[src/rtl/wdt_pkg.sv]
`default_nettype none
package wdt_pkg;
   // Bus geometry: register indices, byte address is four times the index
   localparam int          ADDR_W       = 18;
   localparam int          IDX_W        = 16;
   localparam logic [15:0] IDX_CSR0     = 16'hffa8; // Also counter write
   localparam logic [15:0] IDX_CNT0     = 16'hffa9;
   localparam logic [15:0] IDX_CSR1     = 16'hffea; // Also counter write
   localparam logic [15:0] IDX_CNT1     = 16'hffeb;
   localparam logic [15:0] IDX_EXT1     = 16'hffec;
   localparam logic [7:0]  KEY_COUNTER  = 8'h5a;
   localparam logic [7:0]  KEY_CONTROL  = 8'ha5;
   localparam logic [1:0]  WORD_STROBE  = 2'h3;
   localparam logic [1:0]  RESP_OKAY    = 2'h0;
   localparam logic [1:0]  RESP_SLVERR  = 2'h2;
   // Control/status and extended selector fields
   localparam int          OVF_BIT      = 7;
   localparam int          MODE_BIT     = 6;
   localparam int          TME_BIT      = 5;
   localparam int          PSS_BIT      = 4;
   localparam int          RST_BIT      = 3;
   localparam int          EXT_EN_BIT   = 7;
   localparam logic [7:0]  CSR_RESET    = 8'h00;
   localparam logic [7:0]  CNT_RESET    = 8'h00;
   localparam logic [7:0]  EXT_RESET    = 8'h00;
   localparam logic [7:0]  EXT_WMASK    = 8'h8f;
   localparam logic [7:0]  COUNT_MAX    = 8'hff;
   // Prescaler widths and internal reset length in system clocks
   localparam int          MAIN_PRE_W   = 21;
   localparam int          SUB_PRE_W    = 12;
   localparam int          RST_CNT_W    = 18;
   localparam int          RESET_CLOCKS_DEF = 131079;

   // Divider exponent for a clock select code, zero when undefined
   function automatic logic [4:0] div_exp(input logic       ch1,
                                          input logic       ext,
                                          input logic       subclock_prescaler_select,
                                          input logic [3:0] code);
      logic [4:0] e;
      e = 5'h00;
      if (!ch1) begin
         case (code[2:0])
            3'h0: e = 5'h01;
            3'h1: e = 5'h06;
            3'h3: e = 5'h09;
            3'h6: e = 5'h0f;
            3'h7: e = 5'h11;
            default: e = 5'h00;
         endcase
      end else if (subclock_prescaler_select) begin
         if (ext ? (code[3:2] != 2'h3)
                 : (code[2:0] != 3'h0 && code[2:0] != 3'h2)) begin
            e = {1'b0, code} + 5'h01;
         end
      end else begin
         case (code)
            4'h0: e = 5'h01;
            4'h1: e = 5'h06;
            4'h2: e = ext ? 5'h07 : 5'h00;
            4'h3: e = 5'h09;
            4'h4: e = 5'h0b;
            4'h5: e = 5'h0d;
            4'h6: e = 5'h0f;
            4'h7: e = 5'h11;
            4'h8: e = 5'h12;
            4'h9: e = 5'h13;
            4'ha: e = 5'h14;
            4'hb: e = 5'h15;
            default: e = 5'h00;
         endcase
      end
      return e;
   endfunction

   // True when the low e bits of a prescaler count are all ones
   function automatic logic tap_hit(input logic [MAIN_PRE_W-1:0] cnt,
                                    input logic [4:0]            e);
      logic [MAIN_PRE_W-1:0] mask;
      mask = MAIN_PRE_W'((64'h1 << e) - 64'h1);
      return (e != 5'h00) && ((cnt & mask) == mask);
   endfunction
endpackage
`default_nettype wire

[src/rtl/wdt_prescaler.sv]
`timescale 1ns/1ns
`default_nettype none
module wdt_prescaler #(
   parameter int W = 8
) (
   input  wire logic         mclk,
   input  wire logic         sys_rst,
   input  wire logic         advance,
   output var  logic [W-1:0] count
);
   if (W < 1) $error("prescaler width must be at least one");

   // Free-running divider chain, taps are read by the channels
   always_ff @(posedge mclk) begin
      if (sys_rst) begin
         count <= '0;
      end else if (advance) begin
         count <= count + W'(1);
      end
   end

   // Release edge still samples reset high, so it starts no attempt
   a_prescale_step:
   assert property (@(posedge mclk) disable iff (sys_rst)
      !sys_rst && advance |=> count == $past(count) + W'(1))
      else $error("prescaler did not advance");
endmodule
`default_nettype wire

[src/rtl/wdt_channel.sv]
`timescale 1ns/1ns
`default_nettype none
module wdt_channel
   import wdt_pkg::*;
#(
   parameter bit HAS_SUB = 1'b0
) (
   input  wire logic                  mclk,
   input  wire logic                  sys_rst,
   input  wire logic [MAIN_PRE_W-1:0] main_count,
   input  wire logic [MAIN_PRE_W-1:0] sub_count,
   input  wire logic                  sub_advance,
   input  wire logic [7:0]            ext_select,
   input  wire logic                  write_counter,
   input  wire logic                  write_control,
   input  wire logic [7:0]            write_data,
   input  wire logic                  control_read,
   input  wire logic                  internal_reset,
   output var  logic [7:0]            counter,
   output var  logic [7:0]            control_status,
   output var  logic                  overflow
);
   logic       ovf;
   logic [6:0] csr_low;
   logic       armed;
   logic       timer_run_enable;
   logic       subclock_prescaler_select;
   logic       ext_en;
   logic [4:0] exp_sel;
   logic       tick;
   logic       clear_ovf;

   assign timer_run_enable = csr_low[TME_BIT];
   assign subclock_prescaler_select = HAS_SUB && csr_low[PSS_BIT];
   assign ext_en = HAS_SUB && ext_select[EXT_EN_BIT];
   assign control_status = {ovf, csr_low};

   // Pick the divider tap; sub taps count only on a sub-clock edge
   assign exp_sel = div_exp(HAS_SUB, ext_en, subclock_prescaler_select,
                            ext_en ? ext_select[3:0] : {1'b0, csr_low[2:0]});
   assign tick = subclock_prescaler_select ? (sub_advance && tap_hit(sub_count, exp_sel))
                     : tap_hit(main_count, exp_sel);
   // Wrap from all ones to zero, a counter write suppresses it
   assign overflow = timer_run_enable && tick && !write_counter
                     && counter == COUNT_MAX;

   // Counter: cleared while stopped, write beats increment
   always_ff @(posedge mclk) begin
      if (sys_rst) begin
         counter <= CNT_RESET;
      end else if (!timer_run_enable) begin
         counter <= CNT_RESET;
      end else if (write_counter) begin
         counter <= write_data;
      end else if (tick) begin
         counter <= counter + 8'h01;
      end
   end

   // Mode, run enable, action and clock select fields
   always_ff @(posedge mclk) begin
      if (sys_rst) begin
         csr_low <= CSR_RESET[6:0];
      end else if (write_control) begin
         csr_low <= write_data[6:0];
      end
   end

   // Flag clear needs a prior read at one, a stop or an internal reset; set wins
   assign clear_ovf = internal_reset
      || (write_control && !write_data[TME_BIT])
      || (write_control && armed && !write_data[OVF_BIT]);

   always_ff @(posedge mclk) begin
      if (sys_rst) begin
         ovf <= CSR_RESET[OVF_BIT];
      end else if (overflow) begin
         ovf <= 1'b1;
      end else if (clear_ovf) begin
         ovf <= 1'b0;
      end
   end

   // Remembers that the flag was seen at one by a read
   always_ff @(posedge mclk) begin
      if (sys_rst) begin
         armed <= 1'b0;
      end else if (control_read && ovf) begin
         armed <= 1'b1;
      end else if (write_control || !ovf) begin
         armed <= 1'b0;
      end
   end

   a_stop_clears:
   assert property (@(posedge mclk) disable iff (sys_rst)
      !timer_run_enable |=> counter == CNT_RESET)
      else $error("counter not cleared while stopped");
   a_wrap_sets:
   assert property (@(posedge mclk) disable iff (sys_rst)
      overflow |=> ovf && counter == CNT_RESET)
      else $error("overflow did not set flag");
   a_write_wins:
   assert property (@(posedge mclk) disable iff (sys_rst)
      timer_run_enable && write_counter |=> counter == $past(write_data))
      else $error("counter write lost");
   a_count_step:
   assert property (@(posedge mclk) disable iff (sys_rst)
      timer_run_enable && tick && !write_counter && !write_control
      |=> counter == $past(counter) + 8'h01)
      else $error("counter missed a tick");
   a_count_hold:
   assert property (@(posedge mclk) disable iff (sys_rst)
      timer_run_enable && !tick && !write_counter && !write_control |=> $stable(counter))
      else $error("counter moved without tick");
   a_flag_no_set:
   assert property (@(posedge mclk) disable iff (sys_rst)
      !ovf && !overflow |=> !ovf)
      else $error("flag set without overflow");
   a_stop_flag:
   assert property (@(posedge mclk) disable iff (sys_rst)
      write_control && !write_data[TME_BIT] && !overflow |=> !ovf)
      else $error("stop did not clear flag");
endmodule
`default_nettype wire

[src/rtl/wdt_top.sv]
`timescale 1ns/1ns
`default_nettype none
module wdt_top
   import wdt_pkg::*;
#(
   parameter int RESET_CLOCKS = RESET_CLOCKS_DEF
) (
   input  wire logic              mclk,
   input  wire logic              sys_rst,
   input  wire logic [ADDR_W-1:0] awaddr,
   input  wire logic              awvalid,
   output var  logic              awready,
   input  wire logic [31:0]       wdata,
   input  wire logic [3:0]        wstrb,
   input  wire logic              wvalid,
   output var  logic              wready,
   output var  logic [1:0]        bresp,
   output var  logic              bvalid,
   input  wire logic              bready,
   input  wire logic [ADDR_W-1:0] araddr,
   input  wire logic              arvalid,
   output var  logic              arready,
   output var  logic [31:0]       rdata,
   output var  logic [1:0]        rresp,
   output var  logic              rvalid,
   input  wire logic              rready,
   input  wire logic              sub_clock_input,
   output var  logic              internal_reset_req,
   output var  logic [1:0]        nmi_req,
   output var  logic [1:0]        interval_overflow_interrupt
);
   if (RESET_CLOCKS < 1 || RESET_CLOCKS >= (1 << RST_CNT_W))
      $error("RESET_CLOCKS out of range");

   logic [ADDR_W-1:0]     aw_addr;
   logic [15:0]           w_data;
   logic [1:0]            w_strb;
   logic [IDX_W-1:0]      wr_index;
   logic [IDX_W-1:0]      rd_index;
   logic                  do_write;
   logic                  word_ok;
   logic [7:0]            key;
   logic                  wr_mapped;
   logic [1:0]            wr_cnt;
   logic [1:0]            wr_ctl;
   logic                  wr_ext;
   logic [1:0]            rd_ctl;
   logic                  rd_take;
   logic [31:0]           next_rdata;
   logic [1:0]            next_rresp;
   logic [7:0]            ext_sel;
   logic                  sub_prev;
   logic                  sub_edge;
   logic [MAIN_PRE_W-1:0] main_cnt;
   logic [SUB_PRE_W-1:0]  sub_cnt;
   logic [7:0]            cnt      [2];
   logic [7:0]            csr      [2];
   logic [1:0]            wrap;
   logic [1:0]            rst_hit;
   logic [RST_CNT_W-1:0]  reset_left;
   logic [RST_CNT_W-1:0]  next_left;

   // Write channel: address and data are taken in either order
   always_ff @(posedge mclk) begin
      if (sys_rst) begin
         awready <= 1'b1;
         aw_addr <= '0;
      end else if (awvalid && awready) begin
         awready <= 1'b0;
         aw_addr <= awaddr;
      end else if (bvalid && bready) begin
         awready <= 1'b1;
      end
   end

   always_ff @(posedge mclk) begin
      if (sys_rst) begin
         wready <= 1'b1;
         w_data <= 16'h0000;
         w_strb <= 2'h0;
      end else if (wvalid && wready) begin
         wready <= 1'b0;
         w_data <= wdata[15:0];
         w_strb <= wstrb[1:0];
      end else if (bvalid && bready) begin
         wready <= 1'b1;
      end
   end

   // Keyed word writes; counter and control share one index
   assign do_write  = !awready && !wready && !bvalid;
   assign wr_index  = aw_addr[ADDR_W-1:2];
   assign word_ok   = w_strb == WORD_STROBE;
   assign key       = w_data[15:8];
   assign wr_mapped = wr_index == IDX_CSR0 || wr_index == IDX_CSR1
                      || wr_index == IDX_EXT1;
   assign wr_cnt[0] = do_write && word_ok && wr_index == IDX_CSR0
                      && key == KEY_COUNTER;
   assign wr_cnt[1] = do_write && word_ok && wr_index == IDX_CSR1
                      && key == KEY_COUNTER;
   assign wr_ctl[0] = do_write && word_ok && wr_index == IDX_CSR0
                      && key == KEY_CONTROL;
   assign wr_ctl[1] = do_write && word_ok && wr_index == IDX_CSR1
                      && key == KEY_CONTROL;
   assign wr_ext    = do_write && word_ok && wr_index == IDX_EXT1
                      && key == KEY_CONTROL;

   // Write response, unmapped index answers with an error
   always_ff @(posedge mclk) begin
      if (sys_rst) begin
         bvalid <= 1'b0;
         bresp  <= RESP_OKAY;
      end else if (do_write) begin
         bvalid <= 1'b1;
         bresp  <= wr_mapped ? RESP_OKAY : RESP_SLVERR;
      end else if (bready) begin
         bvalid <= 1'b0;
      end
   end

   // Read side: counters sit one index (four bytes) above their control registers
   assign rd_index  = araddr[ADDR_W-1:2];
   assign rd_take   = arvalid && arready;
   assign rd_ctl[0] = rd_take && rd_index == IDX_CSR0;
   assign rd_ctl[1] = rd_take && rd_index == IDX_CSR1;

   always_comb begin
      next_rdata = 32'h0000_0000;
      next_rresp = RESP_OKAY;
      case (rd_index)
         IDX_CSR0: next_rdata[7:0] = csr[0];
         IDX_CNT0: next_rdata[7:0] = cnt[0];
         IDX_CSR1: next_rdata[7:0] = csr[1];
         IDX_CNT1: next_rdata[7:0] = cnt[1];
         IDX_EXT1: next_rdata[7:0] = ext_sel;
         default:  next_rresp = RESP_SLVERR;
      endcase
   end

   always_ff @(posedge mclk) begin
      if (sys_rst) begin
         arready <= 1'b1;
         rvalid  <= 1'b0;
         rdata   <= 32'h0000_0000;
         rresp   <= RESP_OKAY;
      end else if (rd_take) begin
         arready <= 1'b0;
         rvalid  <= 1'b1;
         rdata   <= next_rdata;
         rresp   <= next_rresp;
      end else if (rvalid && rready) begin
         arready <= 1'b1;
         rvalid  <= 1'b0;
      end
   end

   // Extended clock selector for channel 1, reserved bits kept zero
   always_ff @(posedge mclk) begin
      if (sys_rst) begin
         ext_sel <= EXT_RESET;
      end else if (wr_ext) begin
         ext_sel <= w_data[7:0] & EXT_WMASK;
      end
   end

   // Sub-clock rising edge advances the sub-clock prescaler
   always_ff @(posedge mclk) begin
      if (sys_rst) begin
         sub_prev <= 1'b0;
      end else begin
         sub_prev <= sub_clock_input;
      end
   end
   assign sub_edge = sub_clock_input && !sub_prev;

   wdt_prescaler #(.W(MAIN_PRE_W)) u_main_pre (
      .mclk    (mclk),
      .sys_rst (sys_rst),
      .advance (1'b1),
      .count   (main_cnt)
   );

   wdt_prescaler #(.W(SUB_PRE_W)) u_sub_pre (
      .mclk    (mclk),
      .sys_rst (sys_rst),
      .advance (sub_edge),
      .count   (sub_cnt)
   );

   // Two channels of one module, only channel 1 sees the sub-clock
   for (genvar i = 0; i < 2; i++) begin : g_ch
      wdt_channel #(.HAS_SUB(i == 1)) u_ch (
         .mclk           (mclk),
         .sys_rst        (sys_rst),
         .main_count     (main_cnt),
         .sub_count      (MAIN_PRE_W'(sub_cnt)),
         .sub_advance    (sub_edge),
         .ext_select     ((i == 1) ? ext_sel : EXT_RESET),
         .write_counter  (wr_cnt[i]),
         .write_control  (wr_ctl[i]),
         .write_data     (w_data[7:0]),
         .control_read   (rd_ctl[i]),
         .internal_reset (internal_reset_req),
         .counter        (cnt[i]),
         .control_status (csr[i]),
         .overflow       (wrap[i])
      );
      assign rst_hit[i] = wrap[i] && csr[i][MODE_BIT]
                          && csr[i][RST_BIT];

      // NMI pulse on watchdog overflow when reset is not chosen
      always_ff @(posedge mclk) begin
         if (sys_rst) begin
            nmi_req[i] <= 1'b0;
         end else begin
            nmi_req[i] <= wrap[i] && csr[i][MODE_BIT]
                          && !csr[i][RST_BIT];
         end
      end

      // Interval interrupt follows the flag in interval mode
      always_ff @(posedge mclk) begin
         if (sys_rst) begin
            interval_overflow_interrupt[i] <= 1'b0;
         end else begin
            interval_overflow_interrupt[i] <= csr[i][OVF_BIT]
                                              && !csr[i][MODE_BIT];
         end
      end

      a_nmi_pulse:
      assert property (@(posedge mclk) disable iff (sys_rst)
         wrap[i] && csr[i][MODE_BIT] && !csr[i][RST_BIT]
         |=> nmi_req[i] ##1 !nmi_req[i] || wrap[i])
         else $error("NMI request missing after overflow");
      a_interval_irq:
      assert property (@(posedge mclk) disable iff (sys_rst)
         wrap[i] && !csr[i][MODE_BIT] |=> ##1 interval_overflow_interrupt[i])
         else $error("interval interrupt missing after overflow");
   end

   // Internal reset stretcher, retriggered by a later overflow
   always_comb begin
      if (rst_hit != 2'h0) begin
         next_left = RST_CNT_W'(RESET_CLOCKS);
      end else if (reset_left != '0) begin
         next_left = reset_left - RST_CNT_W'(1);
      end else begin
         next_left = reset_left;
      end
   end

   always_ff @(posedge mclk) begin
      if (sys_rst) begin
         reset_left         <= '0;
         internal_reset_req <= 1'b0;
      end else begin
         reset_left         <= next_left;
         internal_reset_req <= next_left != '0;
      end
   end

   a_reset_start:
   assert property (@(posedge mclk) disable iff (sys_rst)
      rst_hit != 2'h0 |=> internal_reset_req
      && reset_left == RST_CNT_W'(RESET_CLOCKS))
      else $error("internal reset did not start");
   a_reset_hold:
   assert property (@(posedge mclk) disable iff (sys_rst)
      reset_left > RST_CNT_W'(1) |=> internal_reset_req)
      else $error("internal reset ended early");
   a_reset_end:
   assert property (@(posedge mclk) disable iff (sys_rst)
      reset_left == RST_CNT_W'(1) && rst_hit == 2'h0
      |=> !internal_reset_req)
      else $error("internal reset too long");
   a_reset_flag:
   assert property (@(posedge mclk) disable iff (sys_rst)
      internal_reset_req && wrap == 2'h0
      |=> !csr[0][OVF_BIT] && !csr[1][OVF_BIT])
      else $error("flag survived internal reset");
endmodule
`default_nettype wire

[config.mk]
export PLATFORM = sky130hd
export DESIGN_NAME = wdt_top
export DESIGN_NICKNAME = d
export VERILOG_FILES = /design/src/rtl/wdt_pkg.sv /design/src/rtl/wdt_prescaler.sv /design/src/rtl/wdt_channel.sv /design/src/rtl/wdt_top.sv
export SDC_FILE = /design/constraint.sdc
export NUM_CORES = 1
export LEC_CHECK = 0
export ABC_AREA = 1
export CORE_ASPECT_RATIO = 1.5
export CORE_MARGIN = 5
export CORE_UTILIZATION = 55
export DETAILED_ROUTE_END_ITERATION = 7
export DONT_BUFFER_PORTS = 1
export PLACE_DENSITY = 0.77
export SETUP_SLACK_MARGIN = 0.5
export SLEW_MARGIN = 5
export SYNTH_ARGS = -nofsm -noshare
export SYNTH_HDL_FRONTEND = slang
export SYNTH_HIERARCHICAL = 1
export SYNTH_SLANG_ARGS = --single-unit
[constraint.sdc]
create_clock -name mclk -period 5.5 [get_ports mclk]
set_input_delay 1.1 -clock mclk [delete_from_list [all_inputs] [get_ports mclk]]
set_output_delay 1.1 -clock mclk [all_outputs]
set_load 0.1 [all_outputs]
==> results.py <==
metrics = {
    "placed_design": {
        "port_buffers": 0,
        "place_congestion": 0.9623,
        "hpwlAfterDp_mm": 17.83,
    },
    "floorplan": {
        "start_util_pct": 55.35,
        "ios": 126,
        "placementRows": 57,
        "dieArea_um2": 18840,
        "die_y_um": 165.6,
        "die_x_um": 113.8,
        "fp.coreArea_um2": 16050,
    },
    "layout": {
        "fin_nets": 1496,
        "final_cell_mix": "297 x nand2_1, 220 x nor2_1, 152 x inv_1, 144 x dfxtp_1, 115 x nand3_1",
        "area_growth_pct": 9.482,
        "diodes": 0,
        "layout_commonest_cell": "nand2_1",
        "drive_gt1_share_pct": 10.44,
    },
    "hold_path": {
        "min_path_type": "reg2reg",
    },
    "timing": {
        "fmax_mhz": 216.2,
        "setup_violations": 0,
        "finClkSkew_ns": 0.01335,
        "maxSlewHeadroom_pct": 19.47,
        "final_max_slew_viol_count": 0,
        "tightest_slew_ns": 1.207,
        "hold_slack_ns": 0.4568,
        "fin_crit_sh_pct": 84.09,
        "fin_crit_ns": 4.625,
        "rsz0062_at_grt": "false",
        "hold_viol_final": 0,
        "fin_tns_setup_ns": 0,
    },
    "clocking": {
        "cts.sinks": 145,
        "cts_tree": "yes",
        "cts_max_level": 4,
        "path_clk_slew_ns": 0.07,
        "clk_latency_ns": 0.43,
        "cts_buffer_depth": 2,
        "numCtsBuffers": 17,
        "cts_root_buffer": "clkbuf_16",
    },
    "yosys": {
        "syn_area_um2": 8881,
        "ys_seq_area_share_pct": 32.69,
        "syn_area_per_cell_um2": 6.398,
        "ys_warn_count": 6,
        "synth_ff_type": "dfxtp_1",
        "ys_async_sr_fraction_pct": 0,
        "synth-edff-count": 0,
        "ys_seq_elements": 145,
        "syn_inst": 1388,
        "synth_cell_types": 49,
    },
    "grt": {
        "grt_use_total_pct": 24.62,
        "overflow": 0,
        "antenna_found_initial": 1,
        "grt_pass1_wl_mm": 38.14,
        "grt_pass1_vias": 8339,
        "grt_max_degree": 52,
    },
    "detailed_routing": {
        "vias": 8859,
        "via_per_inst": 5.455,
        "drtAntennaViolNets": 0,
        "drt_iter0_drc": 669,
        "wl_per_cell_um": 14.64,
        "drc": 17,
        "drt-total-wl_mm": 23.77,
        "drt_pre_antenna_iters": 8,
    },
    "critical_path": {
        "worstSetupPathType": "reg2reg",
        "crit_fanout": 8,
        "crit_slowest_cell": "dfxtp_4",
        "worstSetupEndpointType": "register",
        "critPathArrivalTime_ns": 4.94,
        "cpMostUsedCell": "nand2_1",
        "cp_slowest_stage_delay_ns": 0.37,
        "worstPathRequired_ns": 5.82,
        "cp-start-kind": "register",
    },
    "pwr": {
        "power_leakage_uw": 0.004234,
        "peakVddDrop_uv": 326.3,
        "total_power_uw": 3062,
        "power_density_nw_per_um2": 314.9,
    },
    "outcome": {
        "status": "finished, violations left",
        "violations": "design-rule violations",
    },
    "job": {
        "maxCapViolations": 0,
    },
}
-- metrics by stage --
step	cells	util [%]	worst slack, ns	area, µm²
after floorplan	1420	-	1.342	9001
after global placement	1579	55.92	0.4480	8974
after detailed placement	1579	55.92	0.3819	8974
after CTS	1611	59.59	0.5424	9563
after global routing	1624	60.59	0.4507	9723
final	1624	60.59	0.8752	9723
-- sequential cells by signal, summed over array words and instances, names as in the netlist, 8 cells and up --
signal	cells
w_data	16
aw_addr	16
g_ch.u_ch/counter	16
u_main_pre/count	21
reset_left	18
u_sub_pre/count	12
g_ch.u_ch/csr_low	14
rdata	8
-- cell type report --
type	count	area (µm²)
fillers	1547	6324
multi-input cells	1048	5155
flip-flops and latches	145	2907
clock inverters	14	146.4
well taps	206	257.7
inverters	170	645.6
clock buffers	18	439.2
repair buffers	23	172.7
-- layer usage --
metal / global-route usage (%) / share of wire [%]
met1: 25.97 / 37
met2: 43.47 / 51
met3: 5.620 / 6.1
met4: 15.12 / 5.9
met5: 0 / 0.050
-- critical path: cells and delay by family, from the launching register on --
family                     cells  cell delay, ns
DFF                            1            0.37
buffers and inverters          8            0.66
and+or+nand+nor               26            2.60
adders and majority gates      2            0.47
AOI/OAI and AO/OA              2            0.38
-- path summary, 6_finish.rpt --
path	from	to	slack [ns]	cells past startpoint
min reg2reg	aw_addr[7]	aw_addr[7]	0.46	2
max reg2reg	ext_sel[7]	internal_reset_req	0.88	38
max	ext_sel[7]	internal_reset_req	0.88	38
min	aw_addr[7]	aw_addr[7]	0.46	2
-- cells by family (layout without fill, tap and decap cells) --
logic type                 Yosys count  after routing  synth area share [%]
and+or+nand+nor                    794            794                 41.56
AOI/OAI and AO/OA                  202            202                 12.13
DFF                                145            145                 32.69
adders and majority gates           11             11                 1.550
other                                2             34               0.08456
muxes                                2              2                0.2254
buffers and inverters              227            225                 11.27
xor gates and xnor gates             5              5                0.4932
-- Yosys cell counts (all sizes together), types with 6 or more instances --
cell type,number,share of area [%]
clkbuf,18,0.77
nand4,38,2.7
nor2,248,12
o22ai,6,0.49
o21ai,87,4.9
nor3,24,1.4
dfxtp,145,33
inv,165,7.0
or2,7,0.49
nand3,124,7.6
a21oi,90,5.1
ha,11,1.5
buf,39,3.3
nand3b,21,1.8
nand2,324,15
a211oi,6,0.51
-- power by group --
| part | internal [µW] | switching [µW] |
|---|---|---|
| clock network | 652 | 489 |
| registers | 1120 | 99.7 |
| logic | 212 | 492 |
| total | 1980 | 1080 |
-- repair_timing --
item                                    CTS  global route
hold buffers                              0             0
cloned                                    0             0
endpoints found under the setup margin    1             1
endpoints found under the hold margin     0             0
pin swaps                                 0             8
gates resized for setup                   2            17
setup buffers                             0            13
Power figures use the tool's default switching activity.
